## src/hw/cmshc_consts.svh

```systemverilog
/*
  Constants for the clock mode, sync and holdover configuration bank.
  Assumes a 40 MHz REF_CLK and an APB master with 32-bit data.
*/
// Operation
// Reset loads every configuration field with its default value
// Bit 12 picks raw or divided oscillator; 10:8 divide value, default 2
// Bits 7:5 pick feedback output, default 0; bit 11 powers selector
// Bit 26 enables sync; bits 25:20 exclude groups; 8/9, 6/7 excluded
// Bits 19:18 choose sync pin output drive, default logic low
// Bit 17 qualifies sync operations by a clock output; only pin syncs are qualified, register-write syncs are not
// Bit 16 sets sync input polarity, default active low
// Bit 15 lets clock-group register writes start a sync
// Bit 5 enables crystal oscillator, default off
// Bits 31:27 choose lock pin output, default both loops locked
// Bit 23 holds sync state until second loop locks
// Bit 22 holds sync state until first loop locks
// Bit 8 makes tuning DAC track loop one voltage, default on
// Bits 7:6 control holdover on lock loss, default 2 enables
// Bit 15 stops loop one unlock edge from entering holdover
// Bits 11:9 choose reference selection method, default 3 manual
// Bit 8 inverts status pins used as selection inputs
// Bits 6 and 5 mark references 1 and 0 usable
// Bits 31:30 set inactivity timeout, default 1200 ns
// Bit 28 enables loss-of-signal detection, default on
// Bits 22:20 and 14:12 choose status pin outputs, default low
`ifndef CMSHC_CONSTS_SVH
`define CMSHC_CONSTS_SVH
`define CM_ADDR_OSC      8'h28
`define CM_ADDR_SYNC     8'h2C
`define CM_ADDR_LOCK     8'h30
`define CM_ADDR_HOLD     8'h34
`define CM_ADDR_LOSS     8'h38
`define CM_ADDR_STAT     8'h3C
`define CM_RST_OSC       32'h0000_0200
`define CM_RST_SYNC      32'h0581_1000
`define CM_RST_LOCK      32'h1B00_0180
`define CM_RST_HOLD      32'h3B02_0660
`define CM_RST_LOSS      32'h1200_0000
`define CM_MSK_OSC       32'h0000_1FE0
`define CM_MSK_SYNC      32'hFFFF_F020
`define CM_MSK_LOCK      32'hFFC0_01C0
`define CM_MSK_HOLD      32'hFF77_FF60
`define CM_MSK_LOSS      32'hD730_0000
`define CM_CLK_MHZ       40
`define CM_TMO_NS0       1200
`define CM_TMO_NS1       2400
`define CM_TMO_NS2       4800
`define CM_TMO_NS3       9600
`define CM_HO_ENABLE     2'h2
`define CM_SEL_REF0      3'h0
`define CM_SEL_REF1      3'h1
`define CM_SEL_AUTO      3'h2
`define CM_SEL_PIN       3'h3
`endif

```

## src/hw/cmshc_pkg.sv

```systemverilog
/*
  Types for the clock mode, sync and holdover configuration bank.
  Assumes the constants header is included alongside.
*/
package cmshc_pkg;
  typedef enum logic [1:0] {
    CM_SY_IDLE = 2'b01,
    CM_SY_ACT  = 2'b10
  } cmshc_sync_e;
  typedef enum logic [1:0] {
    CM_HO_NORM = 2'b01,
    CM_HO_HOLD = 2'b10
  } cmshc_hold_e;
  typedef logic [9:0] cmshc_cnt_t;
endpackage : cmshc_pkg

```

## src/hw/cmshc_regs.sv

```systemverilog
/*
  Configuration bank with APB slave, sync control, holdover control,
  loss-of-signal detection and reference selection.
  Assumes all inputs synchronous to REF_CLK and APB zero-wait masters.
*/
`timescale 1ns/1ps
`default_nettype none
`include "cmshc_consts.svh"
module cmshc_regs
  import cmshc_pkg::*;
(
  // Clock, reset, enable
  input  wire logic        REF_CLK,
  input  wire logic        NRST,
  input  wire logic        CE,
  // APB slave
  input  wire logic        PSEL,
  input  wire logic        PENABLE,
  input  wire logic        PWRITE,
  input  wire logic [7:0]  PADDR,
  input  wire logic [31:0] PWDATA,
  output logic      [31:0] PRDATA,
  output logic             PREADY,
  output logic             PSLVERR,
  // Datapath status
  input  wire logic        SYNC_PIN_IN,
  input  wire logic        GROUP_REG_WR,
  input  wire logic        QUAL_TICK,
  input  wire logic        LOOP1_LOCK,
  input  wire logic        LOOP2_LOCK,
  input  wire logic [1:0]  REF_ACTIVITY,
  input  wire logic [1:0]  STATUS_PIN_IN,
  // Oscillator and feedback routing
  output logic             OSC_OUTPUT_SELECT,
  output logic      [2:0]  OSC_DIVIDE_VALUE,
  output logic      [2:0]  FEEDBACK_SELECT,
  output logic             FEEDBACK_POWER,
  output logic             CRYSTAL_OSC_ENABLE,
  // Sync, lock, holdover, references
  output logic      [5:0]  GROUP_SYNC,
  output logic             SYNC_ACTIVE,
  output logic             SYNC_PIN_OUT,
  output logic             LOCK_PIN_OUT,
  output logic             HOLDOVER,
  output logic             DAC_TRACK,
  output logic      [1:0]  REF_LOSS,
  output logic             REF_SELECT,
  output logic      [1:0]  STATUS_PIN_OUT
);

  logic [31:0] osc_q;
  logic [31:0] sync_q;
  logic [31:0] lock_q;
  logic [31:0] hold_q;
  logic [31:0] loss_q;
  logic        pready_q;
  logic [31:0] prdata_q;
  logic        pslverr_q;
  cmshc_sync_e sy_q;
  cmshc_sync_e sy_d;
  cmshc_hold_e ho_q;
  cmshc_hold_e ho_d;
  logic        lock1_q;
  logic [1:0]  loss_fl_q;
  logic        sel_q;
  logic [5:0]  grp_q;
  logic        sact_q;
  logic        spin_q;
  logic        lpin_q;
  logic        trk_q;
  logic [1:0]  stpin_q;
  cmshc_cnt_t  limit;

  logic wr_en;
  logic setup;
  assign setup = PSEL & ~PENABLE;
  assign wr_en = PSEL & PENABLE & pready_q & PWRITE;

  // Cycles for a timeout, rounded up
  function automatic cmshc_cnt_t tmo_cycles(input int ns);
    int c;
    c = (ns * `CM_CLK_MHZ + 999) / 1000;
    tmo_cycles = cmshc_cnt_t'(c);
  endfunction : tmo_cycles

  function automatic logic is_mapped(input logic [7:0] a);
    is_mapped = (a == `CM_ADDR_OSC) || (a == `CM_ADDR_SYNC) ||
                (a == `CM_ADDR_LOCK) || (a == `CM_ADDR_HOLD) ||
                (a == `CM_ADDR_LOSS) || (a == `CM_ADDR_STAT);
  endfunction : is_mapped

  // Shared selector for the two status pins
  function automatic logic status_mux(input logic [2:0] s,
                                      input logic       lost,
                                      input logic       chosen);
    case (s)
      3'h1:    status_mux = 1'b1;
      3'h2:    status_mux = lost;
      3'h3:    status_mux = chosen;
      default: status_mux = 1'b0;
    endcase
  endfunction : status_mux

  // APB handshake, answered in the first access cycle
  always_ff @(posedge REF_CLK or negedge NRST)
  begin
    if (!NRST)
    begin
      pready_q  <= 1'b0;
      prdata_q  <= 32'h0000_0000;
      pslverr_q <= 1'b0;
    end
    else if (CE)
    begin
      pready_q  <= setup;
      pslverr_q <= setup & ~is_mapped(PADDR);
      if (setup)
      begin
        case (PADDR)
          `CM_ADDR_OSC:  prdata_q <= osc_q;
          `CM_ADDR_SYNC: prdata_q <= sync_q;
          `CM_ADDR_LOCK: prdata_q <= lock_q;
          `CM_ADDR_HOLD: prdata_q <= hold_q;
          `CM_ADDR_LOSS: prdata_q <= loss_q;
          `CM_ADDR_STAT: prdata_q <= {24'h00_0000, LOOP2_LOCK,
                                      LOOP1_LOCK, sel_q, loss_fl_q,
                                      sact_q, ho_q == CM_HO_HOLD,
                                      1'b0};
          default:       prdata_q <= 32'h0000_0000;
        endcase
      end
    end
  end

  // Register writes; reserved bits are never stored
  always_ff @(posedge REF_CLK or negedge NRST)
  begin
    if (!NRST)
    begin
      osc_q  <= `CM_RST_OSC;
      sync_q <= `CM_RST_SYNC;
      lock_q <= `CM_RST_LOCK;
      hold_q <= `CM_RST_HOLD;
      loss_q <= `CM_RST_LOSS;
    end
    else if (CE && wr_en)
    begin
      case (PADDR)
        `CM_ADDR_OSC:  osc_q  <= PWDATA & `CM_MSK_OSC;
        `CM_ADDR_SYNC: sync_q <= PWDATA & `CM_MSK_SYNC;
        `CM_ADDR_LOCK: lock_q <= PWDATA & `CM_MSK_LOCK;
        `CM_ADDR_HOLD: hold_q <= PWDATA & `CM_MSK_HOLD;
        `CM_ADDR_LOSS: loss_q <= PWDATA & `CM_MSK_LOSS;
        default:       ;
      endcase
    end
  end

  assign PREADY             = pready_q;
  assign PRDATA             = prdata_q;
  assign PSLVERR            = pslverr_q;
  assign OSC_OUTPUT_SELECT  = osc_q[12];
  assign OSC_DIVIDE_VALUE   = osc_q[10:8];
  assign FEEDBACK_SELECT    = osc_q[7:5];
  assign FEEDBACK_POWER     = osc_q[11];
  assign CRYSTAL_OSC_ENABLE = sync_q[5];

  // Inactivity timeout per reference
  always_comb
  begin
    case (loss_q[31:30])
      2'h0:    limit = tmo_cycles(`CM_TMO_NS0);
      2'h1:    limit = tmo_cycles(`CM_TMO_NS1);
      2'h2:    limit = tmo_cycles(`CM_TMO_NS2);
      default: limit = tmo_cycles(`CM_TMO_NS3);
    endcase
  end

  genvar gi;
  generate
    for (gi = 0; gi < 2; gi++)
    begin : g_los
      cmshc_cnt_t cnt_q;
      always_ff @(posedge REF_CLK or negedge NRST)
      begin
        if (!NRST)
        begin
          cnt_q         <= '0;
          loss_fl_q[gi] <= 1'b0;
        end
        else if (CE)
        begin
          if (REF_ACTIVITY[gi] || !loss_q[28])
            cnt_q <= '0;
          else if (cnt_q < limit)
            cnt_q <= cnt_q + 10'h001;
          loss_fl_q[gi] <= loss_q[28] & ~REF_ACTIVITY[gi] &
                           (cnt_q + 10'h001 >= limit);
        end
      end
    end
  endgenerate

  // Reference choice; auto takes reference 1 only if 0 is unusable or lost and 1 is not
  logic [1:0] ok;
  logic       pin_sel;
  assign ok      = {hold_q[6], hold_q[5]} & ~loss_fl_q;
  assign pin_sel = STATUS_PIN_IN[0] ^ hold_q[8];

  always_ff @(posedge REF_CLK or negedge NRST)
  begin
    if (!NRST)
      sel_q <= 1'b0;
    else if (CE)
    begin
      case (hold_q[11:9])
        `CM_SEL_REF1: sel_q <= 1'b1;
        `CM_SEL_AUTO: sel_q <= ~ok[0] & ok[1];
        `CM_SEL_PIN:  sel_q <= pin_sel;
        default:      sel_q <= 1'b0;
      endcase
    end
  end

  // Sync control
  logic pin_act;
  logic start;
  logic hold_on;
  assign pin_act = SYNC_PIN_IN ^ sync_q[16];
  assign start   = sync_q[26] & ((pin_act & (~sync_q[17] | QUAL_TICK)) |
                                 (sync_q[15] & GROUP_REG_WR));
  assign hold_on = pin_act | (lock_q[23] & ~LOOP2_LOCK) |
                   (lock_q[22] & ~LOOP1_LOCK);

  always_comb
  begin
    sy_d = sy_q;
    case (sy_q)
      CM_SY_IDLE:
        if (start)
          sy_d = CM_SY_ACT;
      CM_SY_ACT:
        if (!sync_q[26] || !hold_on)
          sy_d = CM_SY_IDLE;
      default: sy_d = CM_SY_IDLE;
    endcase
  end

  // Holdover: entered on loop one unlock or loss of both references
  logic unlock_edge;
  logic all_lost;
  assign unlock_edge = lock1_q & ~LOOP1_LOCK & ~hold_q[15];
  assign all_lost    = loss_q[28] & (ok == 2'b00);

  always_comb
  begin
    ho_d = ho_q;
    case (ho_q)
      CM_HO_NORM:
        if (lock_q[7:6] == `CM_HO_ENABLE && (unlock_edge || all_lost))
          ho_d = CM_HO_HOLD;
      CM_HO_HOLD:
        if (lock_q[7:6] != `CM_HO_ENABLE || (LOOP1_LOCK && !all_lost))
          ho_d = CM_HO_NORM;
      default: ho_d = CM_HO_NORM;
    endcase
  end

  always_ff @(posedge REF_CLK or negedge NRST)
  begin
    if (!NRST)
    begin
      sy_q    <= CM_SY_IDLE;
      ho_q    <= CM_HO_NORM;
      lock1_q <= 1'b0;
    end
    else if (CE)
    begin
      sy_q    <= sy_d;
      ho_q    <= ho_d;
      lock1_q <= LOOP1_LOCK;
    end
  end

  // Registered pin and group outputs, one cycle after their causes
  always_ff @(posedge REF_CLK or negedge NRST)
  begin
    if (!NRST)
    begin
      grp_q   <= 6'h00;
      sact_q  <= 1'b0;
      spin_q  <= 1'b0;
      lpin_q  <= 1'b0;
      trk_q   <= 1'b0;
      stpin_q <= 2'h0;
    end
    else if (CE)
    begin
      sact_q <= sy_d == CM_SY_ACT;
      grp_q  <= {6{sy_d == CM_SY_ACT}} & ~sync_q[25:20];
      case (sync_q[19:18])
        2'h1:    spin_q <= 1'b1;
        2'h2:    spin_q <= LOOP1_LOCK;
        2'h3:    spin_q <= LOOP2_LOCK;
        default: spin_q <= 1'b0;
      endcase
      case (lock_q[31:27])
        5'h01:   lpin_q <= LOOP1_LOCK;
        5'h02:   lpin_q <= LOOP2_LOCK;
        5'h03:   lpin_q <= LOOP1_LOCK & LOOP2_LOCK;
        5'h04:   lpin_q <= ho_d == CM_HO_HOLD;
        default: lpin_q <= 1'b0;
      endcase
      trk_q <= lock_q[8] & (ho_d == CM_HO_NORM);
      stpin_q[0] <= status_mux(hold_q[14:12], loss_fl_q[0],
                               ~sel_q);
      stpin_q[1] <= status_mux(hold_q[22:20], loss_fl_q[1],
                               sel_q);
    end
  end

  assign GROUP_SYNC     = grp_q;
  assign SYNC_ACTIVE    = sact_q;
  assign SYNC_PIN_OUT   = spin_q;
  assign LOCK_PIN_OUT   = lpin_q;
  assign HOLDOVER       = ho_q == CM_HO_HOLD;
  assign DAC_TRACK      = trk_q;
  assign REF_LOSS       = loss_fl_q;
  assign REF_SELECT     = sel_q;
  assign STATUS_PIN_OUT = stpin_q;

endmodule : cmshc_regs
`default_nettype wire

```

## config.mk

```make
export PLATFORM = sky130hd
export DESIGN_NAME = cmshc_regs
export DESIGN_NICKNAME = d
export VERILOG_FILES = /design/src/hw/cmshc_pkg.sv /design/src/hw/cmshc_regs.sv
export VERILOG_INCLUDE_DIRS = /design/src /design/src/hw
export SDC_FILE = /design/constraint.sdc
export NUM_CORES = 1
export LEC_CHECK = 0
export BUFFER_PORTS_ARGS = -buffer_cell sky130_fd_sc_hd__clkbuf_2
export CAP_MARGIN = 15
export CORE_ASPECT_RATIO = 1.4
export CORE_MARGIN = 2
export CORE_UTILIZATION = 55
export CTS_CLUSTER_DIAMETER = 80
export DETAILED_ROUTE_END_ITERATION = 8
export MAX_ROUTING_LAYER = met4
export PLACE_DENSITY_LB_ADDON = 0.08
export RECOVER_POWER = 25
export SLEW_MARGIN = 15
export SYNTH_ARGS = -nofsm -noshare
export SYNTH_HDL_FRONTEND = slang
export SYNTH_SLANG_ARGS = --single-unit
```

## constraint.sdc

```tcl
create_clock -name REF_CLK -period 2.9 [get_ports REF_CLK]
set_input_delay 0.58 -clock REF_CLK [delete_from_list [all_inputs] [get_ports REF_CLK]]
set_output_delay 0.58 -clock REF_CLK [all_outputs]
set_load 0.1 [all_outputs]
```

==> results.md, run 1 <==
- Status: finished, violations left
- Failing checks: max-capacitance violations, max-slew violations
- Pwr per Cell Area: 534 nW/um^2
- Max Slew Vio Count: 63
- Grt total ovfl: 0
- Dominant synthesized flop cell: dfrtp_1
- Setup_tns: 0 ns
- Synthesized area per cell: 11.1 um^2
- CP max stage delay: 0.40 ns
- Compound-gate portion of the synthesized area: 0.153
- Worst EP arrival: 2.80 ns
- Crit path cell chain: inv_1 -> ha_1 -> o21ai_0 -> buf_4 -> ha_1 -> nand2_1 -> o21ai_1 -> a31oi_4 -> nand4b_4 -> buf_4 -> o31ai_1
- Leakage: 0.00430 uW
- Largest net degree at the start of global routing: 63
- Post-CTS Setup Repair Bufs: 0
- Post-synth EDFFs: 0
- Flop-to-flop setup slack: 0.41 ns
- Slowest CP cell: dfrtp_1
- Root buffer cell: clkbuf_16
- Initial antenna violation count: 0
- CTS Sinks: 147
- Reg2reg end: g_los[1].cnt_q[4]
- Maximum clock path buffer count: 2
- Sequential area share after synthesis: 0.500
- CP Launch Type: flop
- VDD IR max: 421 uV
- WL per Instance: 19.3 um
- Clk pin slew, worst setup/hold paths: 0.06 ns
- HP Start: PWDATA[11]
- Worst r2r path cells: 11
- Largest family of logic cells by synthesized area: compound AO/OA/AOI/OAI gates
- Routed Antenna Nets: 0
- PortBufs: 106
- Worst Tran Pin Value: 1.57 ns
- Row cnt: 50
- Synth Area in Adders: 0.0506
- Hold Path Depth: 2
- H-tree lvl count: 4
- CTS tree: done
- Resized Gates After CTS: 0
- Initial Util: 0.559
- Chip Width: 102 um
- Synth Warn #: 0
- Synth Area in Simple Gates: 0.117
- Cell variety after synth: 61
- Crit path capture type: flop
- Tot GR Track Use: 0.279
- Share of cells above drive strength 1: 0.351
- RSZ-0062 raised after global routing: false
- Final setup violating endpoints: 0
- I/O Pins: 114
- Post-synth net total: 751
- Worst setup slack after layout: 0.411 ns
- Max-cap viol count: 1
- Clock skew: 0.0108 ns
- Largest fanout on the critical path: 9
- Hold WC Path Type: input pin to flop
- Layout Nets: 869
- # DRC: 0
- First-pass GRT wire length: 30.2 mm
- Vias/cell: 5.87
- Die Area: 14400 um^2
- Post-Syn Area: 7420 um^2
- Area growth, synth to finish: 18.3%
- Final worst path period need: 2.49 ns
- Routability cong.: 0.895
- Post-synthesis mux area share: 0.126
- Fmax: 402 MHz
- Worst slew margin: -0.0448
- Period utilisation layout: 0.858
- DRT Wirelength: 18.9 mm
- # diodes: 0
- Number of CTS-inserted buffers: 17
- Endpoints failing hold: 0
- Post-synthesis instance total: 666
- FF-to-FF Start: loss_q[30]
- Initial DRC count: 393
- Req. time, crit path: 3.21 ns
- Crit Path Class: flop to flop
- Clk Latency, worst-skew pair: 0.42 ns
- #FFs+latches synth: 147
- Vias: 5744
- CTS Hold Buffers Added: 0
- XOR/XNOR Fraction of Synth Area: 0.0201
- Vias in the first global route: 5948
- Hold endpoint: hold_q[11]
- DRT Pass-1 Iters: 5
- Detail Placement HPWL: 13.6 mm
- Die height: 141 um
- Asr flop ratio synth: 1.00
- Core area: 13300 um^2
- Dpl ws: 0.420 ns
## routing by layer
| layer | share of wire | GRT usage | wire length [um] | vias to the layer above |
|---|---|---|---|---|
| met1 | 0.40 | 0.333 | 7640 | 2875 |
| met2 | 0.53 | 0.480 | 10000 | 178 |
| met3 | 0.040 | 0.0384 | 753 | 38 |
| li1 | - | - | - | 2653 |
| met4 | 0.025 | 0.0982 | 471 | 0 |
| met5 | 0 | - | 0 | - |
## metrics by stage
step / power, uW / std cells / hold WS, ns / util / area (um^2)
global placement: 2500 / 947 / 0.457 / 0.618 / 8200
detailed placement: 2510 / 947 / 0.464 / 0.618 / 8200
finish: 4680 / 979 / 0.409 / 0.662 / 8780
global route: 4830 / 979 / 0.403 / 0.662 / 8780
floorplan: 2350 / 666 / 0.284 / - / 7420
CTS: 4710 / 979 / 0.151 / 0.663 / 8790
## cells by family (layout without fill, tap and decap cells)
kind of cell / count (synthesis) / count (layout)
buffers and inverters: 54 / 185
other: 1 / 1
AOI/OAI and AO/OA: 171 / 171
muxes: 83 / 83
and+or+nand+nor: 163 / 163
adders and majority gates: 30 / 30
xor gates and xnor gates: 17 / 17
DFF: 147 / 147
## power by group
| part | internal, uW | switching [uW] |
|---|---|---|
| clock | 1300 | 904 |
| combinational | 102 | 271 |
| sequential | 2080 | 20.5 |
| total | 3490 | 1200 |
## cells in the mapped netlist, drive strengths merged (8+ instances only)
cell type | instances | share of area
o21ai | 69 | 0.047
nand2 | 74 | 0.038
dfrtp | 121 | 0.41
nor3 | 9 | 0.011
nor2 | 15 | 0.0086
inv | 23 | 0.012
a22o | 13 | 0.015
clkbuf | 18 | 0.0091
a21oi | 18 | 0.012
xor2 | 10 | 0.012
nor2b | 9 | 0.0076
dfstp | 26 | 0.092
mux2 | 82 | 0.12
a21o | 10 | 0.010
a22oi | 26 | 0.026
nand3 | 18 | 0.015
nand2b | 9 | 0.0076
ha | 30 | 0.051
o2bb2ai | 8 | 0.0094
buf | 12 | 0.012
## registers in the layout, summed over array words and instances (netlist names), 6 cells and up
signal,count
loss_q,8
PRDATA,31
g_los.cnt_q,20
lock_q,13
hold_q,24
osc_q,8
GROUP_SYNC,6
sync_q,21
## worst max path at each step
stage	from	to	slack, ns	cells after the start
2_1_floorplan	PREADY	hold_q[20]	0.44	6
3_3_place_gp	loss_q[30]	g_los[1].cnt_q[8]	0.46	11
3_5_place_dp	loss_q[30]	g_los[1].cnt_q[4]	0.42	11
4_1_cts	loss_q[30]	g_los[1].cnt_q[4]	0.41	11
5_1_grt	loss_q[30]	g_los[1].cnt_q[4]	0.20	11
6_report	loss_q[30]	g_los[1].cnt_q[4]	0.41	11
## cells in the final DEF, fill, tap and decap left out, types with 10 or more instances in the layout
cell type	netlist	routed
xor2_1	10	10
inv_1	23	23
nand2_1	72	72
dfstp_2	26	26
clkbuf_16	0	17
a22o_1	13	13
dfrtp_1	121	121
buf_4	4	20
nor2_1	14	14
a22oi_1	26	26
o21ai_0	67	67
mux2_2	78	78
nand3_1	16	16
a21oi_1	18	18
ha_1	30	30
clkbuf_2	0	108
## layout make-up
cell class	instances	area [um^2]
clock inverters	13	150
flip-flops and latches	147	3710
multi-input cells	465	3460
well taps	182	228
fillers	1061	4490
clock buffers	19	443
inverters	24	90.1
repair buffers	129	694
## critical path: cells and delay by family (launching register included)
| family | cells | cell delay (ns) |
|---|---|---|
| AOI/OAI and AO/OA | 4 | 0.80 |
| adders and majority gates | 2 | 0.53 |
| buffers and inverters | 3 | 0.46 |
| DFF | 1 | 0.40 |
| and+or+nand+nor | 2 | 0.20 |
(Power assumes the default switching activity.)
==> run 2: changes to the inputs <==
- ABC_AREA: default -> 1
==> results.md, run 2 <==
- Hold WC Path Type: input pin to flop (unchanged)
- Post-synthesis instance total: 932 (was 666)
- Post-CTS Setup Repair Bufs: 0 (unchanged)
- Post-synth EDFFs: 0 (unchanged)
- Cell with the most instances after synthesis: nand2_1 (was dfrtp_1)
- Seq pwr share: 0.460 (was 0.449)
- Failing checks: max-capacitance violations, max-slew violations (unchanged)
- Net Sw Frac: 0.240 (was 0.255)
- Post-synth top area share: 0.399 (was 0.408)
- CTS tree: done (unchanged)
- Post-Syn Area: 7590 um^2 (was 7420 um^2)
- Clock skew: 0.00574 ns (was 0.0108 ns)
- Most used cell, CP: nand2_1
- Largest family of logic cells by synthesized area: simple AND/OR/NAND/NOR gates (was compound AO/OA/AOI/OAI gates)
- WL per Instance: 15.2 um (was 19.3 um)
- Crit Path Class: flop to flop (unchanged)
- Resized Gates After CTS: 0 (unchanged)
- Vias/cell: 5.16 (was 5.87)
- Flop-to-flop setup slack: 0.49 ns (was 0.41 ns)
- Period utilisation layout: 0.832 (was 0.858)
- Setup crit end: g_los[1].cnt_q[9] (was g_los[1].cnt_q[4])
- CP startpoint: loss_q[30] (unchanged)
- Vias: 6381 (was 5744)
- Initial antenna violation count: 0 (unchanged)
- Worst EP arrival: 2.77 ns (was 2.80 ns)
- Dominant synthesized flop cell: dfrtp_1 (unchanged)
- Main area contributors after synthesis: dfrtp_1, nand2_1, dfstp_2 (was dfrtp_1, mux2_2, dfstp_2)
- Crit path cell chain: ha_1 -> inv_1 -> o21ai_0 -> buf_4 -> ha_1 -> a21boi_0 -> nor2_1 -> o221ai_1 -> nand2_1 -> nand2_1 -> nand2_1 -> nand2_1 (was inv_1 -> ha_1 -> o21ai_0 -> buf_4 -> ha_1 -> nand2_1 -> o21ai_1 -> a31oi_4 -> nand4b_4 -> buf_4 -> o31ai_1)
- Post-synth top area cell: dfrtp_1 (unchanged)
- Cell variety after synth: 44 (was 61)
- Synth Warn #: 0 (unchanged)
- Grt total ovfl: 0 (unchanged)
- DRT Wirelength: 18.8 mm (was 18.9 mm)
- Req. time, crit path: 3.26 ns (was 3.21 ns)
- Clk Latency, worst-skew pair: 0.42 ns (about the same)
- Vias in the first global route: 6338 (was 5948)
- Pwr per Cell Area: 514 nW/um^2 (was 534 nW/um^2)
- Clock Power Share: 0.480 (was 0.471)
- Switch Pwr: 1090 uW (was 1200 uW)
- Clk pin slew, worst setup/hold paths: 0.06 ns (about the same)
- I/O Pins: 114 (unchanged)
- Routability cong.: 0.889 (was 0.895)
- Endpoints failing hold: 0 (unchanged)
- Post-synth net total: 1017 (was 751)
- Root buffer cell: clkbuf_16 (unchanged)
- #FFs+latches synth: 147 (unchanged)
- WP depth: 12 (was 11)
- Largest register FFs: 31 (unchanged)
- Synthesized area per cell: 8.14 um^2 (was 11.1 um^2)
- Number of CTS-inserted buffers: 17 (unchanged)
- Final setup violating endpoints: 0 (unchanged)
- WP buf/inv: 2 (was 3)
- Worst path top cell family by delay: simple AND/OR/NAND/NOR gates (was compound AO/OA/AOI/OAI gates)
- Tot GR Track Use: 0.286 (was 0.279)
- Slowest CP cell: dfrtp_1 (unchanged)
- First-pass GRT wire length: 31.1 mm (was 30.2 mm)
- CP max stage delay: 0.46 ns (was 0.40 ns)
- Routed Antenna Nets: 0 (unchanged)
- Reg2reg end: g_los[1].cnt_q[9] (was g_los[1].cnt_q[4])
- Row cnt: 50 (unchanged)
- H-tree lvl count: 4 (unchanged)
- Largest fanout on the critical path: 10 (was 9)
- Die height: 143 um (was 141 um)
- # DRC: 0 (unchanged)
- # diodes: 0 (unchanged)
- CTS Hold Buffers Added: 0 (unchanged)
- Dpl ws: 0.502 ns (was 0.420 ns)
- Compound-gate portion of the synthesized area: 0.110 (was 0.153)
- Area growth, synth to finish: 16.6% (was 18.3%)
- Int Pwr: 3460 uW (was 3490 uW)
- Layout Nets: 1127 (was 869)
- FF-to-FF Start: loss_q[30] (unchanged)
- CTS Sinks: 147 (unchanged)
- Share of cells above drive strength 1: 0.199 (was 0.351)
- Initial DRC count: 259 (was 393)
- Maximum clock path buffer count: 2 (unchanged)
- DRT Pass-1 Iters: 5 (unchanged)
- Post-route design area: 8850 um^2 (was 8780 um^2)
- Leakage: 0.00457 uW (was 0.00430 uW)
- Commonest non-fill, non-tap cells in the layout: nand2_1, dfrtp_1, clkbuf_2, inv_1, o21ai_0 (was dfrtp_1, clkbuf_2, mux2_2, nand2_1, o21ai_0)
- Core area: 13500 um^2 (was 13300 um^2)
- Worst r2r path cells: 12 (was 11)
- Status: finished, violations left (unchanged)
- Dpl cell area: 8270 um^2 (was 8200 um^2)
- Fmax: 414 MHz (was 402 MHz)
- XOR/XNOR Fraction of Synth Area: 0.00808 (was 0.0201)
- Synth Area in Adders: 0.0495 (was 0.0506)
- RSZ-0062 raised after global routing: false (unchanged)
- Largest net degree at the start of global routing: 55 (was 63)
- VDD IR max: 464 uV (was 421 uV)
- Setup_tns: 0 ns (unchanged)
- Die Area: 14800 um^2 (was 14400 um^2)
- Chip Width: 103 um (was 102 um)
- Final worst path period need: 2.41 ns (was 2.49 ns)
- Max-cap viol count: 1 (unchanged)
- PortBufs: 106 (unchanged)
- Synth Area in Simple Gates: 0.264 (was 0.117)
- Detail Placement HPWL: 13.5 mm (was 13.6 mm)
- Initial Util: 0.564 (was 0.559)
- CP Launch Type: flop (unchanged)
- Asr flop ratio synth: 1.00 (unchanged)
- Worst setup slack after layout: 0.487 ns (was 0.411 ns)
- Crit path capture type: flop (unchanged)
- Worst Tran Pin Value: 2.13 ns (was 1.57 ns)
- Commonest non-fill, non-tap cell in the layout: nand2_1 (was dfrtp_1)
- Top cells by count, synth: nand2_1, dfrtp_1, inv_1, o21ai_0, nand3_1 (was dfrtp_1, mux2_2, nand2_1, o21ai_0, ha_1)
- Worst slew margin: -0.419 (was -0.0448)
- Combinational share of power: 0.061 (was 0.080)
- Post-synthesis mux area share: 0 (was 0.126)
- Sequential area share after synthesis: 0.489 (was 0.500)
- Max Slew Vio Count: 45 (was 63)
-- run 2: changes by cell type in the layout (fill, tap and decap cells not counted), sizes merged, moves of 9 or more --
| cell | delta |
|---|---|
| nand4 | +12 |
| a22oi | -26 |
| mux2 | -82 |
| nand2b | -9 |
| nor2b | -9 |
| nand2 | +280 |
| nand3 | +27 |
| o21ai | +39 |
| nor2 | +29 |
| inv | +79 |
| a21o | -10 |
-- run 2: worst reg2reg max path, stage by stage, from the launching register on --
cell and delay [ns]:
dfrtp_1 0.46, ha_1 0.24, inv_1 0.16, o21ai_0 0.11, buf_4 0.16, ha_1 0.26
a21boi_0 0.17, nor2_1 0.06, o221ai_1 0.19, nand2_1 0.07, nand2_1 0.29, nand2_1 0.10
nand2_1 0.07
-- run 2: worst min path at each step --
stage / startpoint / end / slack [ns] / cells after the start
4_1_cts: NRST / lock_q[29] / 0.09 / 1
3_3_place_gp: PRDATA[26] / PRDATA[26] / 0.46 / 2
3_5_place_dp: PRDATA[23] / PRDATA[23] / 0.46 / 2
5_1_grt: PWDATA[17] / hold_q[17] / 0.39 / 3
6_report: PWDATA[17] / hold_q[17] / 0.36 / 3
2_1_floorplan: NRST / DAC_TRACK / 0.28 / 0
-- run 2: layer usage --
metal / share of wire / up-vias / track usage
met5: 0 / - / -
met4: 0.027 / 0 / 0.111
met3: 0.031 / 33 / 0.0499
met2: 0.51 / 136 / 0.467
met1: 0.43 / 3012 / 0.351
li1: - / 3200 / -
-- run 2: cells by family (layout without fill, tap and decap cells) --
group | Yosys count | after routing
xor+xnor | 7 | 7
fa+ha+maj | 30 | 30
simple gates | 471 | 471
buf+inv | 132 | 255
other cells | 1 | 1
flops | 147 | 147
compound gates | 144 | 144
-- run 2: per-stage QoR --
stage	utilization	power [uW]	hold slack (ns)	instances
after floorplan	-	2270	0.284	932
after global placement	0.615	2400	0.461	1205
after detailed placement	0.615	2410	0.464	1205
after CTS	0.658	4580	0.0917	1237
after global routing	0.658	4700	0.387	1237
final	0.658	4540	0.360	1237
-- run 2: power groups by stage --
| stage | Clock, uW | Sequential [uW] | Combinational, uW |
|---|---|---|---|
| global placement | 0 | 2120 | 277 |
| floorplan | 0 | 2160 | 118 |
| detailed placement | 0 | 2120 | 281 |
| finish | 2180 | 2090 | 276 |
| CTS | 2210 | 2090 | 281 |
| global route | 2300 | 2090 | 310 |
-- run 2: area by class of cell --
class                           instances  area [um^2]
Inverter                              105          395
Clock buffer                           19          453
Fill cell                            1213         4600
Tap cell                              182          228
Clock inverter                         13          133
Sequential cell                       147         3710
Multi-Input combinational cell        653         3280
Timing Repair Buffer                  118          649
